## src/include/pbi_pkg.sv

```systemverilog
`default_nettype none
package pbi_pkg;
  // ----------------------------------------------------------------
  // Register bus
  // ----------------------------------------------------------------
  localparam int REG_AW = 8;
  localparam int REG_DW = 32;
  localparam logic [REG_AW-1:0] OFF_REQ_LO = 8'h58;
  localparam logic [REG_AW-1:0] OFF_REQ_HI = 8'h5c;
  localparam logic [REG_AW-1:0] OFF_MSK_LO = 8'h60;
  localparam logic [REG_AW-1:0] OFF_MSK_HI = 8'h64;
  localparam logic [REG_AW-1:0] OFF_PRI_CLR = 8'h70;
  localparam logic [REG_AW-1:0] OFF_CTRL = 8'h80;
  localparam logic [REG_AW-1:0] OFF_STAT = 8'h84;
  localparam logic [REG_AW-1:0] OFF_IMSK = 8'h88;
  // ----------------------------------------------------------------
  // Widths, fields and reset values
  // ----------------------------------------------------------------
  localparam int PAGE_BITS = 64;
  localparam int PRI_W = 16;
  localparam int STAT_W = 2;
  localparam int CTRL_MSI_EN = 0;
  localparam int CTRL_REVERSE = 1;
  localparam int STAT_PAGE = 0;
  localparam int STAT_PRI = 1;
  localparam logic [31:0] RST_REQ = 32'h0000_0000;
  localparam logic [31:0] RST_MSK = 32'h0fff_ffff;
  localparam logic [15:0] RST_PRI = 16'h0000;
  localparam logic [1:0] RST_IMSK = 2'h3;
  // ----------------------------------------------------------------
  // Secondary signalling states
  // ----------------------------------------------------------------
  typedef enum logic {PBI_SEC_IDLE, PBI_SEC_ASSERTED} pbi_sec_state_t;
endpackage
`default_nettype wire

```

## src/include/pbi_w1c_if.sv

```systemverilog
`timescale 1ns/100ps
`default_nettype none
interface pbi_w1c_if #(parameter int W = 16);
  logic [W-1:0] set;
  logic [W-1:0] clr;
  logic [W-1:0] q;
  modport owner (input set, input clr, output q);
  modport user (output set, output clr, input q);
endinterface
`default_nettype wire

```

## src/logic/pbi_irq_top.sv

```systemverilog
// What this block does
// - Request word low holds pages one to thirty-two, bit zero first.
// - Request word high holds pages thirty-three to sixty-four.
// - Successful transfer at a page's last dword sets that page's bit.
// - Any set and unmasked page bit raises the secondary interrupt.
// - Forward: drive the legacy pin low, or send an MSI.
// - Reverse: send an assert message, or send an MSI.
// - Writing one to a request bit clears it.
// - Mask zero lets a request through; mask one holds it back.
// - Writing one to primary clear bits 15:0 clears that request.
// - Reading primary clear returns which primary requests are pending.
`timescale 1ns/100ps
`default_nettype none
module pbi_irq_top
  import pbi_pkg::*;
#(
  parameter int PAGE_SHIFT = 12,
  parameter int XFER_AW = PAGE_SHIFT + 7
) (
  input wire logic CLK_SYS,
  input wire logic RST,
  input wire logic [pbi_pkg::REG_AW-1:0] ADDR,
  input wire logic [pbi_pkg::REG_DW-1:0] WDATA,
  input wire logic WR,
  input wire logic RD,
  output logic [pbi_pkg::REG_DW-1:0] RDATA,
  input wire logic XFER_DONE,
  input wire logic XFER_OK,
  input wire logic [XFER_AW-1:0] XFER_ADDR,
  input wire logic [pbi_pkg::PRI_W-1:0] PRI_SET,
  input wire logic REVERSE,
  output logic INTA_L_O,
  output logic INTA_L_OE,
  output logic INTX_ASSERT_MSG,
  output logic INTX_DEASSERT_MSG,
  output logic MSI_REQ,
  output logic IRQ
);
  import pbi_pkg::*;

  // ----------------------------------------------------------------
  // Decode
  // ----------------------------------------------------------------
  function automatic logic at(input logic [REG_AW-1:0] a,
                              input logic [REG_AW-1:0] off);
    return a == off;
  endfunction

  wire wr_req_lo = WR && at(ADDR, OFF_REQ_LO);
  wire wr_req_hi = WR && at(ADDR, OFF_REQ_HI);
  wire wr_msk_lo = WR && at(ADDR, OFF_MSK_LO);
  wire wr_msk_hi = WR && at(ADDR, OFF_MSK_HI);
  wire wr_pri = WR && at(ADDR, OFF_PRI_CLR);
  wire wr_ctrl = WR && at(ADDR, OFF_CTRL);
  wire wr_stat = WR && at(ADDR, OFF_STAT);
  wire wr_imsk = WR && at(ADDR, OFF_IMSK);

  // ----------------------------------------------------------------
  // Orientation strap
  // ----------------------------------------------------------------
  logic rev_s1;
  logic rev_s2;
  always_ff @(posedge CLK_SYS or posedge RST) begin
    if (RST) begin
      rev_s1 <= 1'b0;
      rev_s2 <= 1'b0;
    end else begin
      rev_s1 <= REVERSE;
      rev_s2 <= rev_s1;
    end
  end

  // ----------------------------------------------------------------
  // Page boundary detect
  // ----------------------------------------------------------------
  // Only the lower half of the window has request bits
  wire [5:0] xfer_page = XFER_ADDR[PAGE_SHIFT+5:PAGE_SHIFT];
  wire xfer_low_half = !XFER_ADDR[PAGE_SHIFT+6];
  wire xfer_last_dw = &XFER_ADDR[PAGE_SHIFT-1:2];
  wire xfer_hit = XFER_DONE && XFER_OK && xfer_last_dw && xfer_low_half;
  wire [PAGE_BITS-1:0] xfer_set =
    xfer_hit ? (64'h1 << xfer_page) : '0;

  // ----------------------------------------------------------------
  // Request banks
  // ----------------------------------------------------------------
  pbi_w1c_if #(.W(PAGE_BITS)) req_if ();
  pbi_w1c_if #(.W(PRI_W)) pri_if ();

  assign req_if.set = xfer_set;
  assign req_if.clr = {wr_req_hi ? WDATA : 32'h0,
                       wr_req_lo ? WDATA : 32'h0};
  assign pri_if.set = PRI_SET;
  assign pri_if.clr = wr_pri ? WDATA[PRI_W-1:0] : '0;

  pbi_w1c_bank #(.W(PAGE_BITS), .RST_VAL({RST_REQ, RST_REQ})) u_req (
    .clk(CLK_SYS),
    .rst(RST),
    .bus(req_if.owner)
  );

  pbi_w1c_bank #(.W(PRI_W), .RST_VAL(RST_PRI)) u_pri (
    .clk(CLK_SYS),
    .rst(RST),
    .bus(pri_if.owner)
  );

  wire [PAGE_BITS-1:0] req_q = req_if.q;
  wire [PRI_W-1:0] pri_q = pri_if.q;

  // ----------------------------------------------------------------
  // Masks, control, status
  // ----------------------------------------------------------------
  logic [31:0] msk_lo;
  logic [31:0] msk_hi;
  logic msi_en;
  logic [STAT_W-1:0] stat;
  logic [STAT_W-1:0] imsk;

  wire [STAT_W-1:0] stat_set = {|PRI_SET, |xfer_set};
  wire [STAT_W-1:0] stat_clr = wr_stat ? WDATA[STAT_W-1:0] : '0;

  always_ff @(posedge CLK_SYS or posedge RST) begin
    if (RST) begin
      msk_lo <= RST_MSK;
      msk_hi <= RST_MSK;
    end else begin
      if (wr_msk_lo) msk_lo <= WDATA;
      if (wr_msk_hi) msk_hi <= WDATA;
    end
  end

  always_ff @(posedge CLK_SYS or posedge RST) begin
    if (RST) begin
      msi_en <= 1'b0;
      imsk <= RST_IMSK;
      stat <= '0;
      IRQ <= 1'b0;
    end else begin
      if (wr_ctrl) msi_en <= WDATA[CTRL_MSI_EN];
      if (wr_imsk) imsk <= WDATA[STAT_W-1:0];
      stat <= (stat & ~stat_clr) | stat_set;
      IRQ <= |(stat & ~imsk);
    end
  end

  // ----------------------------------------------------------------
  // Secondary interrupt signalling
  // ----------------------------------------------------------------
  wire [PAGE_BITS-1:0] unmasked = req_q & ~{msk_hi, msk_lo};
  wire pending = |unmasked;

  pbi_sec_state_t state;
  pbi_sec_state_t next_state;
  logic used_pin;
  logic used_msg;
  logic next_used_pin;
  logic next_used_msg;
  logic next_assert;
  logic next_deassert;
  logic next_msi;

  // Mode is latched at assertion so the release matches how it was raised
  always_comb begin
    next_state = state;
    next_used_pin = used_pin;
    next_used_msg = used_msg;
    next_assert = 1'b0;
    next_deassert = 1'b0;
    next_msi = 1'b0;
    case (state)
      PBI_SEC_IDLE: begin
        if (pending) begin
          next_state = PBI_SEC_ASSERTED;
          next_msi = msi_en;
          next_used_pin = !msi_en && !rev_s2;
          next_used_msg = !msi_en && rev_s2;
          next_assert = !msi_en && rev_s2;
        end
      end
      PBI_SEC_ASSERTED: begin
        if (!pending) begin
          next_state = PBI_SEC_IDLE;
          next_deassert = used_msg;
          next_used_pin = 1'b0;
          next_used_msg = 1'b0;
        end
      end
      default: begin
        next_state = PBI_SEC_IDLE;
        next_used_pin = 1'b0;
        next_used_msg = 1'b0;
      end
    endcase
  end

  always_ff @(posedge CLK_SYS or posedge RST) begin
    if (RST) begin
      state <= PBI_SEC_IDLE;
      used_pin <= 1'b0;
      used_msg <= 1'b0;
      INTA_L_OE <= 1'b0;
      INTX_ASSERT_MSG <= 1'b0;
      INTX_DEASSERT_MSG <= 1'b0;
      MSI_REQ <= 1'b0;
    end else begin
      state <= next_state;
      used_pin <= next_used_pin;
      used_msg <= next_used_msg;
      INTA_L_OE <= next_used_pin;
      INTX_ASSERT_MSG <= next_assert;
      INTX_DEASSERT_MSG <= next_deassert;
      MSI_REQ <= next_msi;
    end
  end

  // Open drain: the pin is only ever pulled low
  assign INTA_L_O = 1'b0;

  // ----------------------------------------------------------------
  // Read path
  // ----------------------------------------------------------------
  wire [31:0] rd_mux =
    at(ADDR, OFF_REQ_LO) ? req_q[31:0] :
    at(ADDR, OFF_REQ_HI) ? req_q[63:32] :
    at(ADDR, OFF_MSK_LO) ? msk_lo :
    at(ADDR, OFF_MSK_HI) ? msk_hi :
    at(ADDR, OFF_PRI_CLR) ? {16'h0000, pri_q} :
    at(ADDR, OFF_CTRL) ? {30'h0, rev_s2, msi_en} :
    at(ADDR, OFF_STAT) ? {30'h0, stat} :
    at(ADDR, OFF_IMSK) ? {30'h0, imsk} : 32'h0;

  always_ff @(posedge CLK_SYS or posedge RST) begin
    if (RST) begin
      RDATA <= 32'h0;
    end else begin
      RDATA <= RD ? rd_mux : 32'h0;
    end
  end

  // ----------------------------------------------------------------
  // Checks
  // ----------------------------------------------------------------
  AST_PAGE_ONE: assert property (@(posedge CLK_SYS) disable iff (RST)
    (xfer_hit && xfer_page == 6'h00) |=> req_q[0])
    else $error("page one did not set bit zero");
  AST_PAGE_33: assert property (@(posedge CLK_SYS) disable iff (RST)
    (xfer_hit && xfer_page == 6'h20) |=> req_q[32])
    else $error("page 33 did not set high word bit zero");
  AST_NO_SET_MIDPAGE: assert property (@(posedge CLK_SYS)
    disable iff (RST)
    (XFER_DONE && !xfer_last_dw && !WR && req_q == '0) |=> req_q == '0)
    else $error("request set by a non-final dword");
  AST_RAISE: assert property (@(posedge CLK_SYS) disable iff (RST)
    (state == PBI_SEC_IDLE && pending) |=> state == PBI_SEC_ASSERTED)
    else $error("pending request not raised");
  AST_FWD_PIN: assert property (@(posedge CLK_SYS) disable iff (RST)
    (state == PBI_SEC_IDLE && pending && !msi_en && !rev_s2)
      |=> INTA_L_OE && !MSI_REQ)
    else $error("forward legacy pin not driven");
  AST_REV_MSG: assert property (@(posedge CLK_SYS) disable iff (RST)
    (state == PBI_SEC_IDLE && pending && !msi_en && rev_s2)
      |=> INTX_ASSERT_MSG ##1 !INTX_ASSERT_MSG)
    else $error("reverse assert message not a single pulse");
  AST_MSI: assert property (@(posedge CLK_SYS) disable iff (RST)
    (state == PBI_SEC_IDLE && pending && msi_en)
      |=> MSI_REQ && !INTA_L_OE && !INTX_ASSERT_MSG)
    else $error("MSI not issued");
  AST_MASK_ALL: assert property (@(posedge CLK_SYS) disable iff (RST)
    (msk_lo == 32'hffff_ffff && msk_hi == 32'hffff_ffff) |-> !pending)
    else $error("masked request raised interrupt");
  AST_PRI_CLR: assert property (@(posedge CLK_SYS) disable iff (RST)
    (wr_pri && PRI_SET == '0) |=> ((pri_q & $past(WDATA[15:0])) == '0))
    else $error("primary request not cleared");
  AST_PRI_READ: assert property (@(posedge CLK_SYS) disable iff (RST)
    (RD && at(ADDR, OFF_PRI_CLR)) |=> RDATA == {16'h0000, $past(pri_q)})
    else $error("primary clear read wrong");
  AST_MASK_RW: assert property (@(posedge CLK_SYS) disable iff (RST)
    wr_msk_lo |=> msk_lo == $past(WDATA))
    else $error("mask word did not keep written value");
  AST_DROP: assert property (@(posedge CLK_SYS) disable iff (RST)
    (state == PBI_SEC_ASSERTED && !pending)
      |=> state == PBI_SEC_IDLE && !INTA_L_OE)
    else $error("interrupt held with nothing pending");
  AST_PAGE_32: assert property (@(posedge CLK_SYS) disable iff (RST)
    (xfer_hit && xfer_page == 6'h1f) |=> req_q[31])
    else $error("page 32 did not set low word top bit");
  AST_PAGE_64: assert property (@(posedge CLK_SYS) disable iff (RST)
    (xfer_hit && xfer_page == 6'h3f) |=> req_q[63])
    else $error("page 64 did not set high word top bit");
  AST_UPPER_OFF: assert property (@(posedge CLK_SYS) disable iff (RST)
    (XFER_DONE && XFER_ADDR[PAGE_SHIFT+6] && req_q == '0) |=> req_q == '0)
    else $error("upper half transfer set a request");
  AST_IDLE_QUIET: assert property (@(posedge CLK_SYS) disable iff (RST)
    (state == PBI_SEC_IDLE && !pending)
      |=> !INTA_L_OE && !MSI_REQ && !INTX_ASSERT_MSG)
    else $error("interrupt signalled with nothing unmasked");
  AST_REV_OFF: assert property (@(posedge CLK_SYS) disable iff (RST)
    (state == PBI_SEC_ASSERTED && !pending && used_msg)
      |=> INTX_DEASSERT_MSG)
    else $error("deassert message missing after message assertion");
  AST_MASK_RW_HI: assert property (@(posedge CLK_SYS) disable iff (RST)
    wr_msk_hi |=> msk_hi == $past(WDATA))
    else $error("high mask word did not keep written value");
endmodule
`default_nettype wire

```

## src/logic/pbi_w1c_bank.sv

```systemverilog
`timescale 1ns/100ps
`default_nettype none
module pbi_w1c_bank #(
  parameter int W = 16,
  parameter logic [W-1:0] RST_VAL = '0
) (
  input wire logic clk,
  input wire logic rst,
  pbi_w1c_if.owner bus
);
  logic [W-1:0] bits;
  logic [W-1:0] next_bits;

  // Set beats clear so an event racing a clear is never lost
  assign next_bits = (bits & ~bus.clr) | bus.set;
  assign bus.q = bits;

  always_ff @(posedge clk or posedge rst) begin
    if (rst) begin
      bits <= RST_VAL;
    end else begin
      bits <= next_bits;
    end
  end

  AST_SET_WINS: assert property (@(posedge clk) disable iff (rst)
    (|bus.set) |=> ((bits & $past(bus.set)) == $past(bus.set)))
    else $error("set bit not held after set");
  AST_CLR_ONE: assert property (@(posedge clk) disable iff (rst)
    ((bus.set & bus.clr) == '0 && (|bus.clr))
      |=> ((bits & $past(bus.clr)) == '0))
    else $error("written one did not clear bit");
  AST_CLR_ZERO: assert property (@(posedge clk) disable iff (rst)
    (bus.set == '0) |=> (bits == ($past(bits) & ~$past(bus.clr))))
    else $error("bit changed without a set or a written one");
endmodule
`default_nettype wire

```

## config.mk

```make
export PLATFORM = sky130hd
export DESIGN_NAME = pbi_irq_top
export DESIGN_NICKNAME = d
export VERILOG_FILES = /design/src/include/pbi_pkg.sv /design/src/include/pbi_w1c_if.sv /design/src/logic/pbi_irq_top.sv /design/src/logic/pbi_w1c_bank.sv
export SDC_FILE = /design/constraint.sdc
export NUM_CORES = 1
export LEC_CHECK = 0
export BUFFER_PORTS_ARGS = -buffer_cell sky130_fd_sc_hd__buf_2
export CAP_MARGIN = 20
export CORE_MARGIN = 2
export CORE_UTILIZATION = 40
export DETAILED_ROUTE_END_ITERATION = 8
export HOLD_SLACK_MARGIN = 0.06
export MAX_ROUTING_LAYER = met4
export SYNTH_ARGS = -nofsm -noshare
export SYNTH_HDL_FRONTEND = slang
export SYNTH_SLANG_ARGS = --single-unit
```

## constraint.sdc

```tcl
create_clock -name CLK_SYS -period 6.74 [get_ports CLK_SYS]
set_clock_uncertainty 0.1 [all_clocks]
set_input_delay 0.337 -clock CLK_SYS [delete_from_list [all_inputs] [get_ports CLK_SYS]]
set_output_delay 0.337 -clock CLK_SYS [all_outputs]
set_load 0.02 [all_outputs]
```

# Word level (Yosys, flattened, before mapping)
# Cells that the tools add are included.
[op_classes]
muxes = 26
eq_ne = 10
reduce_logical = 22
shift = 1
bitwise = 14
[op_table]
columns = ["op", "count"]
rows = [
  ["$mux 32", 7],
  ["$and 64x64->64", 2],
  ["$not 64->64", 2],
  ["$reduce_or 64->1", 2],
  ["$mux 64", 1],
  ["$or 64x64->64", 1],
  ["$shl 1x6->64 const A", 1],
  ["$eq 8x7->1 const B", 5],
  ["$mux 16", 2],
  ["$eq 8x8->1 const B", 3],
  ["$and 16x16->16", 1],
  ["$not 16->16", 1],
  ["$or 16x16->16", 1],
  ["$reduce_or 16->1", 1],
  ["$logic_and 1x1->1", 13],
  ["$mux 1", 10],
  ["$reduce_and 10->1", 1],
  ["$mux 2", 4],
  ["$and 2x2->2", 2],
  ["$ne 2x2->1 const B", 2],
  ["$not 2->2", 2],
  ["$pmux 1 s2", 2],
  ["$logic_not 1->1", 3],
  ["$or 2x2->2", 1],
  ["3 further kinds", 3],
]
[totals]
output_inout_bits = 38
wordCells = 90
regBits = 190
input_bits = 82

# Logic depth before layout (Yosys ltp)
[logic_depth]
word_depth = 10
mapped_depth = 8
mapped_depth_nobuf = 5

# Hierarchy
# From an unflattened synthesis, not the netlist that was laid out.
[hier_totals]
hier_cells = 901
hier_area_um2 = 9396.5
[by_module_without_submodules]
columns = ["module", "instances", "area_per_inst_um2", "cells_per_inst"]
rows = [
  ["pbi_irq_top", 1, 6486.2, 659],
  ["pbi_w1c_bank (u_req)", 1, 2326.0, 193],
  ["pbi_w1c_bank (u_pri)", 1, 584.3, 49],
]

# Least setup slack after synthesis
# No wires, ideal clock.
[synth_timing]
path_type = "input-to-reg"
from = "input ADDR[2] (netlist bit)"
to = "register u_pri.bits[10] (netlist: u_pri.bus.q[10])"
path_buffers = 3
arrival_ns = 1.923
setup_time_ns = 0.118
required_time_ns = 6.522
slack_ns = 4.599
path_stages = 8
cell_sequence = "buf_2 -> or4_4 -> nor3_4 -> and2_0 -> buf_4 -> buf_6 -> nand2_1 -> a21o_1"
[synth_between]
elab_chain_len = 6
[synth_lines]
columns = ["element", "line", "text"]
rows = [
  ["start: declaration", "pbi_irq_top.sv:22", "input wire logic [pbi_pkg::REG_AW-1:0] ADDR,"],
  ["$eq 8x7->1", "pbi_irq_top.sv:46", "return a == off;"],
  ["$logic_and 1x1->1", "pbi_irq_top.sv:53", "wire wr_pri = WR && at(ADDR, OFF_PRI_CLR);"],
  ["$mux 16", "pbi_irq_top.sv:94", "assign pri_if.clr = wr_pri ? WDATA[PRI_W-1:0] : '0;"],
  ["$not 16->16", "pbi_w1c_bank.sv:15", "assign next_bits = (bits & ~bus.clr) | bus.set;"],
  ["$and 16x16->16", "pbi_w1c_bank.sv:15", ""],
  ["$or 16x16->16", "pbi_w1c_bank.sv:15", ""],
  ["named net u_pri.next_bits[10]", "pbi_w1c_bank.sv:12", "logic [W-1:0] next_bits;"],
  ["end signal: assignment", "pbi_w1c_bank.sv:22", "bits <= next_bits;"],
  ["end: declaration", "pbi_w1c_bank.sv:11", "logic [W-1:0] bits;"],
]
# The timed path passes the listed nets, and every way through them passes these cells.
# A chain may end at the register's enable or synchronous reset.

# Worst setup path after layout
[layout_timing]
from = "input ADDR[2] (netlist bit)"
to = "register msk_lo[31]"
[layout_between]
elab_chain_len = 2
[layout_lines]
columns = ["element", "line", "text"]
rows = [
  ["$eq 8x7->1", "pbi_irq_top.sv:46", ""],
  ["$logic_and 1x1->1", "pbi_irq_top.sv:51", "wire wr_msk_lo = WR && at(ADDR, OFF_MSK_LO);"],
  ["end signal: assignment", "pbi_irq_top.sv:125", "msk_lo <= RST_MSK;"],
  ["end signal: assignment", "pbi_irq_top.sv:128", "if (wr_msk_lo) msk_lo <= WDATA;"],
  ["end: declaration", "pbi_irq_top.sv:114", "logic [31:0] msk_lo;"],
]
# No other way between the ends.

==> out/qor.yml <==
synth_ff_type: "dfrtp_1"
initial_core_util_pct: 40.4
synth.distinct_cells: 55
portBuffers: 116
drtAntennaViolNets: 0
fillers: 2108
rows: 55
synth_top_area_share_pct: 36.3
clkTransAtPathRegs_ns: 0.07
postSynthAreaPerCell_um2: 10.3
synth_largest_area_cell: "dfrtp_1"
num_vias: 7240
clk_path_buf_depth: 2
async_reset_ff_share_pct: 100
cp.required_ns: 6.97
fmax_mhz: 282
synth.area.top_cells: "dfrtp_1 36%, dfstp_2 17%, mux2_2 8.3%"
viasPerCell: 5.56
p_leak_nw: 4.58
drt-total-wl_mm: 27.6
die_y_um: 155
overflow: 0
worstSetupEndpointType: "register"
htreeDepth: 4
grt_max_degree: 139
routedWlPerCell_um: 21.2
root_buffer: "clkbuf_16"
synth_nets: 966
finalCritPeriodShare_pct: 52.5
area_growth_pct: 18.0
grt_pass1_vias: 7167
critPathKind: "primary input to register"
dr.pass1.iters: 5
design.core.area_um2: 22500
seq_area_um2: 4830
synth_seq_cells: 190
num_antenna_cells: 0
grt_pass1_wl_mm: 43.1
r2r-end: "INTX_ASSERT_MSG"
dp_hpwl_mm: 17.8
multi_input_area_um2: 4010
syn_area_um2: 9090
drc: 0
reg2reg_from: "msk_hi[13]"
reg2reg_slack_ns: 4.45
ys_warn_count: 0
syn_inst: 884
outcome: "completed"
max_cap_viol_count: 0
critPathArrivalTime_ns: 3.77
worst_pin_slew_ns: 1.07
startpoint_type: "primary input"
postCtsSetupBuffers: 0
yosysSeqAreaShare_pct: 53.1
antenna_found_initial: 0
power_mw: 2.41
peakVddDrop_v: 0.000124
ios: 120
clkSinkCount: 190
hold_viol: 0
track_usage_pct: 24.7
hp-class: "primary input to async pin"
setup-tns-final_ns: 0
clock_latency_ns: 0.45
postCtsResizedCells: 0
relSlewSlack_pct: 28.6
nets: 1086
r2r_cells: 5
cts_tree: "yes"
synth_edf_count: 0
place_congestion: 0.862
dieArea_um2: 24000
finalCriticalPeriod_ns: 3.54
slew_violations: 0
cts-buffers-inserted: 17
die_w_um: 155
setup-violations-final: 0
drtIter0Drc: 486
drive_gt1_share_pct: 28.6
cp_max_fo: 53
rsz0062_at_grt: "no"
powerDensity_nw_per_um2: 225
-- where the power goes --
group,internal [mW],switching [mW],leakage (nW)
Clock,0.606,0.459,0.289
Sequential,1.18,0.0173,2.34
Combinational,0.0632,0.0929,1.95
Total,1.85,0.569,4.58
-- flip-flops by register name (all words and copies together) (netlist names) --
| signal | count |
|---|---|
| IRQ | 1 |
| used_pin | 1 |
| state | 1 |
| used_msg | 1 |
| msi_en | 1 |
| INTX_ASSERT_MSG | 1 |
| msk_hi | 32 |
| rev_s2 | 1 |
| RDATA | 32 |
| rev_s1 | 1 |
| u_req.bus.q | 64 |
| msk_lo | 32 |
| imsk | 2 |
| INTX_DEASSERT_MSG | 1 |
| MSI_REQ | 1 |
| stat | 2 |
| u_pri.bus.q | 16 |
-- cell type report --
cell class	instances	area share (%)
clock buffers	20	4.25
clock inverters	12	1.49
inverters	24	0.909
multi-input cells	629	37.3
flip-flops and latches	190	45.0
well taps	285	3.32
repair buffers	142	7.72
-- how the worst max path moves through the flow --
stage | startpoint | to | slack, ns | cells past startpoint
2_1_floorplan | RST | INTX_ASSERT_MSG | 1.23 | 1
3_3_place_gp | ADDR[2] | msk_lo[28] | 2.74 | 6
3_5_place_dp | ADDR[2] | msk_lo[31] | 2.70 | 6
4_1_cts | ADDR[2] | msk_lo[31] | 3.16 | 6
5_1_grt | ADDR[2] | msk_lo[31] | 3.02 | 6
6_report | ADDR[2] | msk_lo[31] | 3.20 | 6
-- cell families (layout without fill, tap and decap cells) --
family / Yosys count / count (layout) / synth area share (%)
xor+xnor: 1 / 1 / 0.0963
mux: 101 / 101 / 12.0
buf+inv: 65 / 198 / 3.19
other cells: 1 / 1 / 0.0412
simple gates: 361 / 361 / 19.4
compound gates: 165 / 165 / 12.1
flops: 190 / 190 / 53.1
-- critical path, stage by stage --
cell     delay [ns]
buf_2          0.10
buf_4          0.36
or4_4          0.69
nor2_2         0.83
nand2_2        0.88
mux2_2         0.55
-- per-layer routing --
layer,part of all wire [%],track usage (%),up-vias
li1,-,-,3320
met1,46,33.5,3643
met2,47,38.4,242
met3,5.0,3.73,35
met4,1.9,7.58,0
met5,0,-,-
-- timing repair --
action / in CTS / in global routing
setup endpoints to repair: 0 / 0
hold buffers: 18 / 0
hold endpoints to repair: 19 / 0
-- cells in the final DEF (no fill, tap or decap), drive strengths merged, types with 3 or more instances in the layout --
cell type	Yosys	final
nor4	12	12
a21oi	4	4
and2	18	18
nand2b	70	70
clkinv	0	3
nand3	6	6
mux2i	34	34
nor2	42	42
a22oi	14	14
o2111ai	17	17
inv	24	26
o21ai	63	63
dlygate4sd3	0	18
o211ai	3	3
clkinvlp	0	4
a21o	18	18
a221oi	19	19
mux2	67	67
buf	16	124
nor2b	21	21
nand4	5	5
bufinv	0	3
dfrtp	132	132
nor3	4	4
o22ai	15	15
clkbuf	25	20
nand2	169	169
dfstp	58	58
-- synth_stat cells, drive strengths merged (3+ instances only) --
library cell and count:
o211ai 3, nand2 169, nor2 42, nor4 12, o2111ai 17, nand3 6
a21o 18, o22ai 15, dfrtp 132, a221oi 19, nand2b 70, inv 24
dfstp 58, nor3 4, nor2b 21, o21ai 63, mux2 67, nand4 5
buf 16, a22oi 14, and2 18, mux2i 34, clkbuf 25, a21oi 4
-- metrics by stage --
stage          worst slack, ns  instance area (um^2)  hold WS (ns)  utilization, %  cells
6_report                  3.20                 10700        0.0142            47.7   1302
5_1_grt                   3.02                 10700        0.0743            47.7   1302
4_1_cts                   3.16                 10700        0.0624            47.7   1302
3_5_place_dp              2.70                  9940         0.248            44.2   1252
3_3_place_gp              2.74                  9920         0.244            44.1   1251
2_1_floorplan             1.23                  9090         0.231               -    884
(Power assumes the default switching activity.)
